**config.mk**
```make
export PLATFORM = sky130hd
export DESIGN_NAME = process_image_byte_mapper
export DESIGN_NICKNAME = d
export VERILOG_FILES = /design/src/verilog/pim_chan_bytes.v /design/src/verilog/pim_fifo.v /design/src/verilog/process_image_byte_mapper.v
export VERILOG_INCLUDE_DIRS = /design/src /design/src/common
export SDC_FILE = /design/constraint.sdc
export NUM_CORES = 1
export LEC_CHECK = 0
export BUFFER_PORTS_ARGS = -buffer_cell sky130_fd_sc_hd__buf_2
export CAP_MARGIN = 40
export CORE_ASPECT_RATIO = 0.9
export CORE_MARGIN = 2
export CORE_UTILIZATION = 30
export CTS_BUF_LIST = sky130_fd_sc_hd__clkbuf_4 sky130_fd_sc_hd__clkbuf_8
export DETAILED_ROUTE_END_ITERATION = 16
export PLACE_DENSITY = 0.5
export SYNTH_ARGS = -nofsm -noshare
export SYNTH_HDL_FRONTEND = slang
export SYNTH_HIERARCHICAL = 1
export SYNTH_SLANG_ARGS = --single-unit
```
**constraint.sdc**
```tcl
create_clock -name sys_clk_in -period 31 [get_ports sys_clk_in]
set_input_delay 1.55 -clock sys_clk_in [delete_from_list [all_inputs] [get_ports sys_clk_in]]
set_output_delay 1.55 -clock sys_clk_in [all_outputs]
set_load 0.02 [all_outputs]
```
**src/common/pim_defs.vh**
```
// Constants shared by the process image byte mapper and its helpers.
`ifndef PIM_DEFS_VH
`define PIM_DEFS_VH

// ----------------------------------------------------------------------------
// Image geometry
// ----------------------------------------------------------------------------
`define PIM_CHANNELS 4
`define PIM_BYTE_W 8
`define PIM_WORD_W 16
`define PIM_VALUE_W 16
`define PIM_MAX_WORDS 8
`define PIM_IDX_W 3
`define PIM_CNT_W 4
`define PIM_POS_W 4
`define PIM_FIFO_DEPTH 16

// ----------------------------------------------------------------------------
// Coupler variants
// ----------------------------------------------------------------------------
`define PIM_VAR_W 2
`define PIM_VAR_STD 2'h0
`define PIM_VAR_OPT_RING 2'h1
`define PIM_VAR_RING_BUS 2'h2

// ----------------------------------------------------------------------------
// Transfer states
// ----------------------------------------------------------------------------
`define PIM_ST_W 1
`define PIM_ST_IDLE 1'h0
`define PIM_ST_SEND 1'h1

// ----------------------------------------------------------------------------
// Reset values
// ----------------------------------------------------------------------------
`define PIM_ZERO_BYTE 8'h00
`define PIM_ZERO_WORD 16'h0000

`endif

```
**src/verilog/pim_chan_bytes.v**
```verilog
// Orders the two data bytes of one channel value for the selected byte order.
`timescale 1ns/1ps
`include "pim_defs.vh"

module pim_chan_bytes #(
  parameter VALUE_W = `PIM_VALUE_W
) (
  input wire [VALUE_W-1:0] chan_value_in, // Channel value, low byte in bits 7:0
  input wire big_endian_in,               // High when big-endian order is selected
  output wire [7:0] first_byte_out,       // Byte placed at the lower image position
  output wire [7:0] second_byte_out       // Byte placed at the next image position
);

  wire [7:0] data_low_byte;
  wire [7:0] data_high_byte;

  assign data_low_byte = chan_value_in[7:0];
  assign data_high_byte = chan_value_in[15:8];

  // Lower image position is the lower half of a word in the default layout.
  assign first_byte_out = big_endian_in ? data_high_byte : data_low_byte;
  assign second_byte_out = big_endian_in ? data_low_byte : data_high_byte;

endmodule // pim_chan_bytes

```
**src/verilog/pim_fifo.v**
```verilog
// Synchronous FIFO with valid/ready on both sides for the input image stream.
`timescale 1ns/1ps
`include "pim_defs.vh"

module pim_fifo #(
  parameter WIDTH = `PIM_WORD_W,
  parameter DEPTH = `PIM_FIFO_DEPTH,
  parameter AW = 4
) (
  input wire sys_clk_in,             // System clock
  input wire rstn_in,                // Synchronous reset, active low
  input wire [WIDTH-1:0] wr_data_in, // Write data
  input wire wr_valid_in,            // Write request
  output wire wr_ready_out,          // Space available
  output wire [WIDTH-1:0] rd_data_out, // Head word
  output wire rd_valid_out,          // Head word valid
  input wire rd_ready_in             // Drain side takes head word
);

  reg [WIDTH-1:0] mem [0:DEPTH-1];
  reg [AW:0] wr_ptr_r;
  reg [AW:0] rd_ptr_r;
  wire full;
  wire empty;
  wire do_wr;
  wire do_rd;

  assign empty = (wr_ptr_r == rd_ptr_r);
  assign full = (wr_ptr_r[AW-1:0] == rd_ptr_r[AW-1:0]) && (wr_ptr_r[AW] != rd_ptr_r[AW]);
  assign wr_ready_out = ~full;
  assign rd_valid_out = ~empty;
  assign rd_data_out = mem[rd_ptr_r[AW-1:0]];
  assign do_wr = wr_valid_in & ~full;
  assign do_rd = rd_ready_in & ~empty;

  always @(posedge sys_clk_in) begin
    if (do_wr) begin
      mem[wr_ptr_r[AW-1:0]] <= wr_data_in;
    end
  end

  always @(posedge sys_clk_in) begin
    if (!rstn_in) begin
      wr_ptr_r <= {(AW+1){1'b0}};
      rd_ptr_r <= {(AW+1){1'b0}};
    end else begin
      if (do_wr) begin
        wr_ptr_r <= wr_ptr_r + 1'b1;
      end
      if (do_rd) begin
        rd_ptr_r <= rd_ptr_r + 1'b1;
      end
    end
  end

endmodule // pim_fifo

```
**src/verilog/process_image_byte_mapper.v**
```verilog
// Maps four channel values and their control/status bytes into a word process image.
`timescale 1ns/1ps
`include "pim_defs.vh"

module process_image_byte_mapper #(
  parameter NCH = `PIM_CHANNELS,
  parameter FIFO_DEPTH = `PIM_FIFO_DEPTH
) (
  input wire sys_clk_in,                       // 250 MHz system clock
  input wire rstn_in,                          // Synchronous reset, active low
  input wire complete_eval_in,                 // Map control/status bytes
  input wire big_endian_in,                    // Big-endian data byte order
  input wire word_align_in,                    // Place channels on word boundaries
  input wire [NCH-1:0] cs_mask_in,             // Per-channel status byte selection
  input wire [1:0] variant_in,                 // Coupler variant code
  input wire [NCH*16-1:0] chan_value_in,       // Channel values, channel 0 lowest
  input wire [NCH*8-1:0] channel_status_byte_in, // Status bytes, channel 0 lowest
  input wire xfer_req_in,                      // Start one input image transfer
  output wire xfer_busy_out,                   // Transfer in progress
  output wire [3:0] img_words_out,             // Words in current layout
  output wire [15:0] in_word_out,              // Input image word to fieldbus
  output wire in_valid_out,                    // Input image word valid
  input wire in_ready_in,                      // Fieldbus takes input image word
  input wire fb_out_wr_in,                     // Fieldbus writes an output image word
  input wire [2:0] fb_out_idx_in,              // Output image word index
  input wire [15:0] fb_out_word_in,            // Output image word data
  input wire cfg_mask_wr_in,                   // Config port writes ring bus mask
  input wire [NCH-1:0] cfg_mask_in,            // Ring bus status byte mask
  input wire cfg_out_wr_in,                    // Config port writes output image
  input wire [2:0] cfg_out_idx_in,             // Config port write index
  input wire [15:0] cfg_out_word_in,           // Config port write data
  output wire cfg_out_refused_out,             // Config write lost to fieldbus
  input wire cfg_rd_img_in,                    // Monitor select: 0 input, 1 output
  input wire [2:0] cfg_rd_idx_in,              // Monitor word index
  output wire [15:0] cfg_rd_data_out,          // Monitor read data
  output wire [NCH*8-1:0] channel_control_byte_out, // Decoded control bytes
  output wire [NCH-1:0] ctrl_valid_out         // Control byte mapped for channel
);

  // --------------------------------------------------------------------------
  // Declarations
  // --------------------------------------------------------------------------
  localparam IMG_BITS = `PIM_MAX_WORDS * `PIM_WORD_W;

  reg [`PIM_ST_W-1:0] state_r;
  reg complete_eval_r;
  reg big_endian_r;
  reg word_align_r;
  reg [NCH-1:0] cs_mask_r;
  reg [`PIM_VAR_W-1:0] variant_r;
  reg [NCH-1:0] ring_mask_r;
  reg [IMG_BITS-1:0] in_img_r;
  reg [IMG_BITS-1:0] img_nxt;
  reg [NCH*`PIM_POS_W-1:0] cs_pos_nxt;
  reg [NCH*`PIM_POS_W-1:0] cs_pos_r;
  reg [NCH-1:0] incl_nxt;
  reg [NCH-1:0] incl_r;
  reg [`PIM_CNT_W-1:0] words_nxt;
  reg [`PIM_CNT_W-1:0] words_r;
  reg [`PIM_CNT_W-1:0] send_idx_r;
  reg [15:0] out_img_r [0:`PIM_MAX_WORDS-1];
  reg [15:0] cfg_rd_data_r;
  reg cfg_out_refused_r;
  reg [NCH*8-1:0] ctrl_byte_r;
  reg [NCH*8-1:0] ctrl_byte_nxt;
  reg [NCH-1:0] ctrl_valid_r;
  reg eff_align;
  reg [NCH-1:0] eff_incl;
  wire [NCH*8-1:0] first_bytes;
  wire [NCH*8-1:0] second_bytes;
  wire fifo_wr_ready;
  wire fifo_push;
  wire [15:0] send_word;
  integer pos;
  integer c;
  integer k;
  integer w;

  // --------------------------------------------------------------------------
  // Layout sampling
  // --------------------------------------------------------------------------
  // The layout may only change between transfers, so a fieldbus frame never
  // sees half of one layout and half of another.
  always @(posedge sys_clk_in) begin
    if (!rstn_in) begin
      complete_eval_r <= 1'b0;
      big_endian_r <= 1'b0;
      word_align_r <= 1'b0;
      cs_mask_r <= {NCH{1'b0}};
      variant_r <= `PIM_VAR_STD;
    end else if (state_r == `PIM_ST_IDLE) begin
      complete_eval_r <= complete_eval_in;
      big_endian_r <= big_endian_in;
      word_align_r <= word_align_in;
      cs_mask_r <= cs_mask_in;
      variant_r <= variant_in;
    end
  end

  // The ring bus variant has no parameter path over the fieldbus; its status
  // byte selection comes only from the configuration port.
  always @(posedge sys_clk_in) begin
    if (!rstn_in) begin
      ring_mask_r <= {NCH{1'b0}};
    end else if (cfg_mask_wr_in) begin
      ring_mask_r <= cfg_mask_in;
    end
  end

  always @* begin
    eff_align = word_align_r;
    eff_incl = complete_eval_r ? cs_mask_r : {NCH{1'b0}};
    case (variant_r)
      `PIM_VAR_OPT_RING: begin
        eff_align = 1'b1;
        eff_incl = {NCH{1'b1}};
      end
      `PIM_VAR_RING_BUS: begin
        eff_incl = ring_mask_r;
      end
      default: begin
        eff_align = word_align_r;
      end
    endcase
  end

  // --------------------------------------------------------------------------
  // Byte ordering per channel
  // --------------------------------------------------------------------------
  genvar g;
  generate
    for (g = 0; g < NCH; g = g + 1) begin : g_chan
      pim_chan_bytes #(
        .VALUE_W(`PIM_VALUE_W)
      ) u_bytes (
        .chan_value_in(chan_value_in[g*16 +: 16]),
        .big_endian_in(big_endian_r),
        .first_byte_out(first_bytes[g*8 +: 8]),
        .second_byte_out(second_bytes[g*8 +: 8])
      );
    end
  endgenerate

  // --------------------------------------------------------------------------
  // Image layout builder
  // --------------------------------------------------------------------------
  // Bytes fill the low half of a word before the high half. Alignment rounds
  // the byte position up to the next word before each channel group.
  always @* begin
    img_nxt = {IMG_BITS{1'b0}};
    cs_pos_nxt = {(NCH*`PIM_POS_W){1'b0}};
    incl_nxt = eff_incl;
    pos = 0;
    for (c = 0; c < NCH; c = c + 1) begin
      if (eff_align) begin
        pos = pos + (pos % 2);
      end
      if (eff_incl[c]) begin
        img_nxt[pos*8 +: 8] = channel_status_byte_in[c*8 +: 8];
        cs_pos_nxt[c*`PIM_POS_W +: `PIM_POS_W] = pos[`PIM_POS_W-1:0];
        pos = pos + 1;
        if (eff_align) begin
          pos = pos + 1;
        end
      end
      img_nxt[pos*8 +: 8] = first_bytes[c*8 +: 8];
      img_nxt[(pos+1)*8 +: 8] = second_bytes[c*8 +: 8];
      pos = pos + 2;
    end
    words_nxt = pos[`PIM_CNT_W:1] + {{(`PIM_CNT_W-1){1'b0}}, pos[0]};
  end

  // --------------------------------------------------------------------------
  // Input image transfer
  // --------------------------------------------------------------------------
  assign send_word = in_img_r[send_idx_r[`PIM_IDX_W-1:0]*16 +: 16];
  assign fifo_push = (state_r == `PIM_ST_SEND) & fifo_wr_ready;

  always @(posedge sys_clk_in) begin
    if (!rstn_in) begin
      state_r <= `PIM_ST_IDLE;
      in_img_r <= {IMG_BITS{1'b0}};
      words_r <= {`PIM_CNT_W{1'b0}};
      send_idx_r <= {`PIM_CNT_W{1'b0}};
      cs_pos_r <= {(NCH*`PIM_POS_W){1'b0}};
      incl_r <= {NCH{1'b0}};
    end else begin
      case (state_r)
        `PIM_ST_IDLE: begin
          cs_pos_r <= cs_pos_nxt;
          incl_r <= incl_nxt;
          words_r <= words_nxt;
          if (xfer_req_in) begin
            in_img_r <= img_nxt;
            send_idx_r <= {`PIM_CNT_W{1'b0}};
            state_r <= `PIM_ST_SEND;
          end
        end
        `PIM_ST_SEND: begin
          if (fifo_push) begin
            send_idx_r <= send_idx_r + 1'b1;
            if (send_idx_r == words_r - 1'b1) begin
              state_r <= `PIM_ST_IDLE;
            end
          end
        end
        default: begin
          state_r <= `PIM_ST_IDLE;
        end
      endcase
    end
  end

  // A stalled fieldbus fills the FIFO and then holds the sender in place.
  pim_fifo #(
    .WIDTH(`PIM_WORD_W),
    .DEPTH(FIFO_DEPTH),
    .AW(4)
  ) u_fifo (
    .sys_clk_in(sys_clk_in),
    .rstn_in(rstn_in),
    .wr_data_in(send_word),
    .wr_valid_in(state_r == `PIM_ST_SEND),
    .wr_ready_out(fifo_wr_ready),
    .rd_data_out(in_word_out),
    .rd_valid_out(in_valid_out),
    .rd_ready_in(in_ready_in)
  );

  // --------------------------------------------------------------------------
  // Output image and configuration port
  // --------------------------------------------------------------------------
  // A configuration write in the same cycle as a fieldbus write is dropped
  // and flagged; retrying is left to the configuration tool.
  always @(posedge sys_clk_in) begin
    if (!rstn_in) begin
      for (w = 0; w < `PIM_MAX_WORDS; w = w + 1) begin
        out_img_r[w] <= `PIM_ZERO_WORD;
      end
      cfg_out_refused_r <= 1'b0;
    end else begin
      cfg_out_refused_r <= cfg_out_wr_in & fb_out_wr_in;
      if (fb_out_wr_in) begin
        out_img_r[fb_out_idx_in] <= fb_out_word_in;
      end else if (cfg_out_wr_in) begin
        out_img_r[cfg_out_idx_in] <= cfg_out_word_in;
      end
    end
  end

  always @(posedge sys_clk_in) begin
    if (!rstn_in) begin
      cfg_rd_data_r <= `PIM_ZERO_WORD;
    end else if (cfg_rd_img_in) begin
      cfg_rd_data_r <= out_img_r[cfg_rd_idx_in];
    end else begin
      cfg_rd_data_r <= in_img_r[cfg_rd_idx_in*16 +: 16];
    end
  end

  // --------------------------------------------------------------------------
  // Control byte extraction
  // --------------------------------------------------------------------------
  // Only the mapped control byte position is read, so pad bytes written by
  // the master never reach a channel.
  always @* begin
    ctrl_byte_nxt = {(NCH*8){1'b0}};
    for (k = 0; k < NCH; k = k + 1) begin
      if (incl_r[k]) begin
        if (cs_pos_r[k*`PIM_POS_W]) begin
          ctrl_byte_nxt[k*8 +: 8] = out_img_r[cs_pos_r[k*`PIM_POS_W+1 +: 3]][15:8];
        end else begin
          ctrl_byte_nxt[k*8 +: 8] = out_img_r[cs_pos_r[k*`PIM_POS_W+1 +: 3]][7:0];
        end
      end
    end
  end

  // A channel with no mapped control byte reports zero and no valid flag, so
  // parameter access through process data stays closed for it.
  always @(posedge sys_clk_in) begin
    if (!rstn_in) begin
      ctrl_byte_r <= {(NCH*8){1'b0}};
      ctrl_valid_r <= {NCH{1'b0}};
    end else begin
      ctrl_byte_r <= ctrl_byte_nxt;
      ctrl_valid_r <= incl_r;
    end
  end

  // --------------------------------------------------------------------------
  // Outputs
  // --------------------------------------------------------------------------
  assign xfer_busy_out = (state_r == `PIM_ST_SEND);
  assign img_words_out = words_r;
  assign cfg_out_refused_out = cfg_out_refused_r;
  assign cfg_rd_data_out = cfg_rd_data_r;
  assign channel_control_byte_out = ctrl_byte_r;
  assign ctrl_valid_out = ctrl_valid_r;

endmodule // process_image_byte_mapper
```
==> impl.org <==
** Critical path
- Crit path capture type :: flop
- By instance count, the cell type seen most on the critical path is sky130_fd_sc_hd__ha_1.
- The largest single stage delay on the critical path is 990 ps.
- STA puts the critical path data required time at 31680 ps.
- Cell type of the slowest stage on the worst timing path :: sky130_fd_sc_hd__o41ai_2
- Endpoint arrival time on the critical path :: 12800 ps
- The critical path starts at variant_r[0].
- Worst r2r src :: variant_r[0]
- The worst setup path is of the flop to flop kind.
- Worst setup slack for register-to-register paths :: 18880 ps
- Maximum net fanout on the critical path :: 24
- Startpoint type of the worst setup path :: flop

** Global routing
- Wire length of the first global-routing pass :: 278300 um
- Entering global routing, the biggest net connects 74 pins.
- Antenna violations before repair :: 16
- For this run, the total global-route usage over all layers was measured as 24.36%.
- Remaining global-route overflow :: 0
- Vias in the first global route :: 38530

** Cells and area
- In the final layout, the multi-input gates occupy 0.02776 sq mm.
- The filler cells instantiated in the layout total 15380.
- Area growth from synthesis to layout :: 12.78%
- Final Net Count :: 4739
- Fraction of final layout cells with drive strength greater than 1 :: 22.98%
- At the end of the flow the core is filled with cells to 33.99%.
- Sequential cell area :: 0.01635 sq mm

** Clock network
- TritonCTS built the clock tree.
- Clock tree synthesis found a total of 624 sinks.
- The number of gates resized after CTS was 0.
- Number of buffers between clock root and the deepest sink :: 3
- Clock latency reported for the late side of the worst-skew pair :: 850 ps
- The tree is rooted in a sky130_fd_sc_hd__clkbuf_8.
- H-tree level count :: 3
- Buffers added to address setup during post-CTS repair amount to 0.
- Hold repair after CTS inserted 0 buffers.
- After clock tree synthesis, the clock-pin slew on the worst setup and hold paths is 70 ps.
- CTS buffer count :: 111

** Yosys
- Distinct cell type count of the synthesized netlist :: 119
- Synthesized flop and latch total :: 624
- A synthesized cell averages 10.41 sq um.
- Synth Cell Area :: 0.04590 sq mm
- Ys flop type :: sky130_fd_sc_hd__edfxtp_1
- Register area share after synthesis :: 35.59%
- Async set or reset register ratio after synthesis :: 0%
- In this run, synthesis inferred 384 flip-flops with an integrated enable.
- The Yosys step of the flow raised 6 warnings.
- Cell count after synthesis :: 4411

** Min path
- Hold path startpoint :: in_img_r[16]
- The worst hold path belongs to the class flop to flop.

** Timing
- Final critical-path share of the clock period :: 39.10%
- Number of pins exceeding their max-slew limit in the final report :: 0
- F_max :: 82.49 MHz
- Summed negative setup slack over all endpoints :: 0 ps
- The final hold violation count was 0.
- Relative slew slack :: 29.53%
- The worst path needs 12120 ps of the cycle, external delays included.
- # setup viols final :: 0
- RSZ-0062 raised after global routing :: false
- Layout Skew :: 67.13 ps
- Worst Max-Slew Pin Slew :: 1054 ps

** Outcome
- Outcome :: finished, final reports clean

** Pwr
- Of the total power, registers draw 29.0%.
- Sw frac :: 43.92%
- Combinational share of power :: 46.0%
- Psw :: 1.495 mW
- The clock network is responsible for 24.9% of the overall power.
- VDD sags by at most 0.03994 mV.
- The internal portion of the total power is 1.909 mW.
- Dividing total power by cell area gives a power density of 65.75 mW/mm^2.
- Summed over all cells, the static leakage comes to 18.80 nW.

** Drt
- Count of unresolved DRC violations after routing :: 0
- Uppermost layer routed :: met4
- DR iter-0 viols :: 4984
- Detailed routing placed a total of 86290 um of wire on met2.
- The count of nets left with antenna violations once routing finished came out at 0.
- Wirelength per Cell :: 29.69 um
- Vias after detailed routing :: 40330
- Routed wl met3 :: 16480 um
- Metal-1 WL :: 86850 um
- Drt total wl :: 196700 um
- First-pass iteration count of the detailed router :: 6
- After detailed routing, the number of vias per cell comes to 6.088.

** Floorplanning
- The floorplan step set the die width to 416.3 um.
- Die ar. :: 0.1562 sq mm
- Boundary Pins :: 233
- In this run the standard cell core region covers 0.1523 sq mm.
- Number of rows in the core area :: 136
- For this configuration, the core starts out at a cell density of 30.14%.
- The die is 375.1 um tall.

** Place
- Estimated wirelength of the detail-placed design :: 146700 um
- Routability-driven placement finished with a final weighted congestion of 1.004.
- Buffers placed on the I/O ports in this run total 232.

** Job
- The tool flagged a number of max-cap violations equal to 0.
kinds of logic (layout without fill, tap and decap cells):
logic type               after synthesis  in the layout  synth area share, %
buffers and inverters                450            652                4.211
XOR/XNOR                              69             69                1.638
flip-flops                           624            624                35.59
other                                  1             11             0.008169
AO/OA/AOI/OAI                       1115           1115                17.29
AND/OR/NAND/NOR                     1368           1368                15.08
adder cells (fa/ha/maj)               58             58                1.581
multiplexers                         726            726                24.60
routing by layer:
| layer | track usage (%) | vias up |
|---|---|---|
| li1 | - | 17620 |
| met1 | 34.75 | 20380 |
| met2 | 36.93 | 2014 |
| met3 | 4.145 | 311 |
| met4 | 8.748 | 0 |
| met5 | 0 | - |
placed cells by master, fill, tap and decap left out, types with 122 or more instances in the layout:
cell type / netlist / final
sky130_fd_sc_hd__nand3_1: 122 / 122
sky130_fd_sc_hd__nor2_1: 375 / 375
sky130_fd_sc_hd__buf_4: 5 / 134
sky130_fd_sc_hd__nand2_1: 330 / 330
sky130_fd_sc_hd__edfxtp_1: 384 / 384
sky130_fd_sc_hd__o21ai_0: 159 / 159
sky130_fd_sc_hd__a21oi_1: 191 / 190
sky130_fd_sc_hd__mux4_2: 252 / 252
sky130_fd_sc_hd__dfxtp_1: 240 / 232
sky130_fd_sc_hd__mux2i_1: 328 / 328
sky130_fd_sc_hd__buf_2: 25 / 239
critical path: cells and delay by family, from the launching register on:
family	cells	cell delay, ps
adders and majority gates	7	2980
muxes	1	230
xor gates and xnor gates	1	460
AOI/OAI and AO/OA	13	4880
DFF	1	350
buffers and inverters	6	1270
and+or+nand+nor	8	1820
path summary, 6_finish.rpt:
kind	to	cells past startpoint
hold / removal	in_img_r[16]	2
hold reg to reg	in_img_r[16]	2
setup reg to reg	in_img_r[14]	36
setup / recovery	in_img_r[14]	36
final cells by class:
type / count / area share, %
Antenna cell: 5 / 0.02417
Clock buffer: 143 / 3.475
Clock inverter: 65 / 1.148
Inverter: 53 / 0.3891
Multi-Input combinational cell: 3342 / 53.61
Sequential cell: 624 / 31.58
Tap cell: 2001 / 4.836
Timing Repair Buffer: 391 / 4.935
cells in the mapped netlist (72+ instances only):
cell type / number / area (sq um)
sky130_fd_sc_hd__clkbuf_1: 269 / 1010
sky130_fd_sc_hd__a32oi_1: 112 / 980.9
sky130_fd_sc_hd__and2_1: 90 / 563.0
sky130_fd_sc_hd__o21ai_0: 159 / 795.8
sky130_fd_sc_hd__a21oi_1: 191 / 955.9
sky130_fd_sc_hd__and3_1: 116 / 725.7
sky130_fd_sc_hd__edfxtp_1: 384 / 11530
sky130_fd_sc_hd__buf_1: 78 / 292.8
sky130_fd_sc_hd__nor2_1: 375 / 1408
sky130_fd_sc_hd__nand3_1: 122 / 610.6
sky130_fd_sc_hd__mux4_2: 252 / 5675
sky130_fd_sc_hd__dfxtp_1: 240 / 4805
sky130_fd_sc_hd__nand2_1: 330 / 1239
sky130_fd_sc_hd__mux2i_1: 328 / 3283
sky130_fd_sc_hd__a211oi_1: 96 / 720.7
sky130_fd_sc_hd__a31oi_1: 72 / 450.4
stage by stage:
stage | instance area, sq um | worst slack, ps | instances | hold WS [ps] | power (mW)
2_1_floorplan | 45920 | 20620 | 4416 | 447.5 | 1.966
3_3_place_gp | 48710 | 19630 | 6349 | 472.3 | 2.494
3_5_place_dp | 49340 | 19140 | 6407 | 479.2 | 2.516
4_1_cts | 51730 | 19030 | 6615 | 496.7 | 3.377
5_1_grt | 51770 | 17900 | 6622 | 526.5 | 3.535
6_report | 51770 | 18880 | 6624 | 502.8 | 3.404
power groups by stage:
stage | combinational (mW) | clock (mW) | sequential (mW)
floorplan | 0.978 | 0 | 0.988
global placement | 1.49 | 0 | 1.00
detailed placement | 1.51 | 0 | 1.01
CTS | 1.52 | 0.872 | 0.988
global route | 1.64 | 0.903 | 0.993
finish | 1.57 | 0.848 | 0.989
registers in the layout (all words and copies together), names as in the netlist, 5 cells and up, named ones only:
register                  flops
u_fifo/rd_ptr_r               5
u_fifo/mem                  256
u_fifo/wr_ptr_r               5
out_img_r                   128
in_img_r                    128
channel_control_byte_out     32
cs_pos_r                     11
cfg_rd_data_out              16
Power figures use the tool's default switching activity.
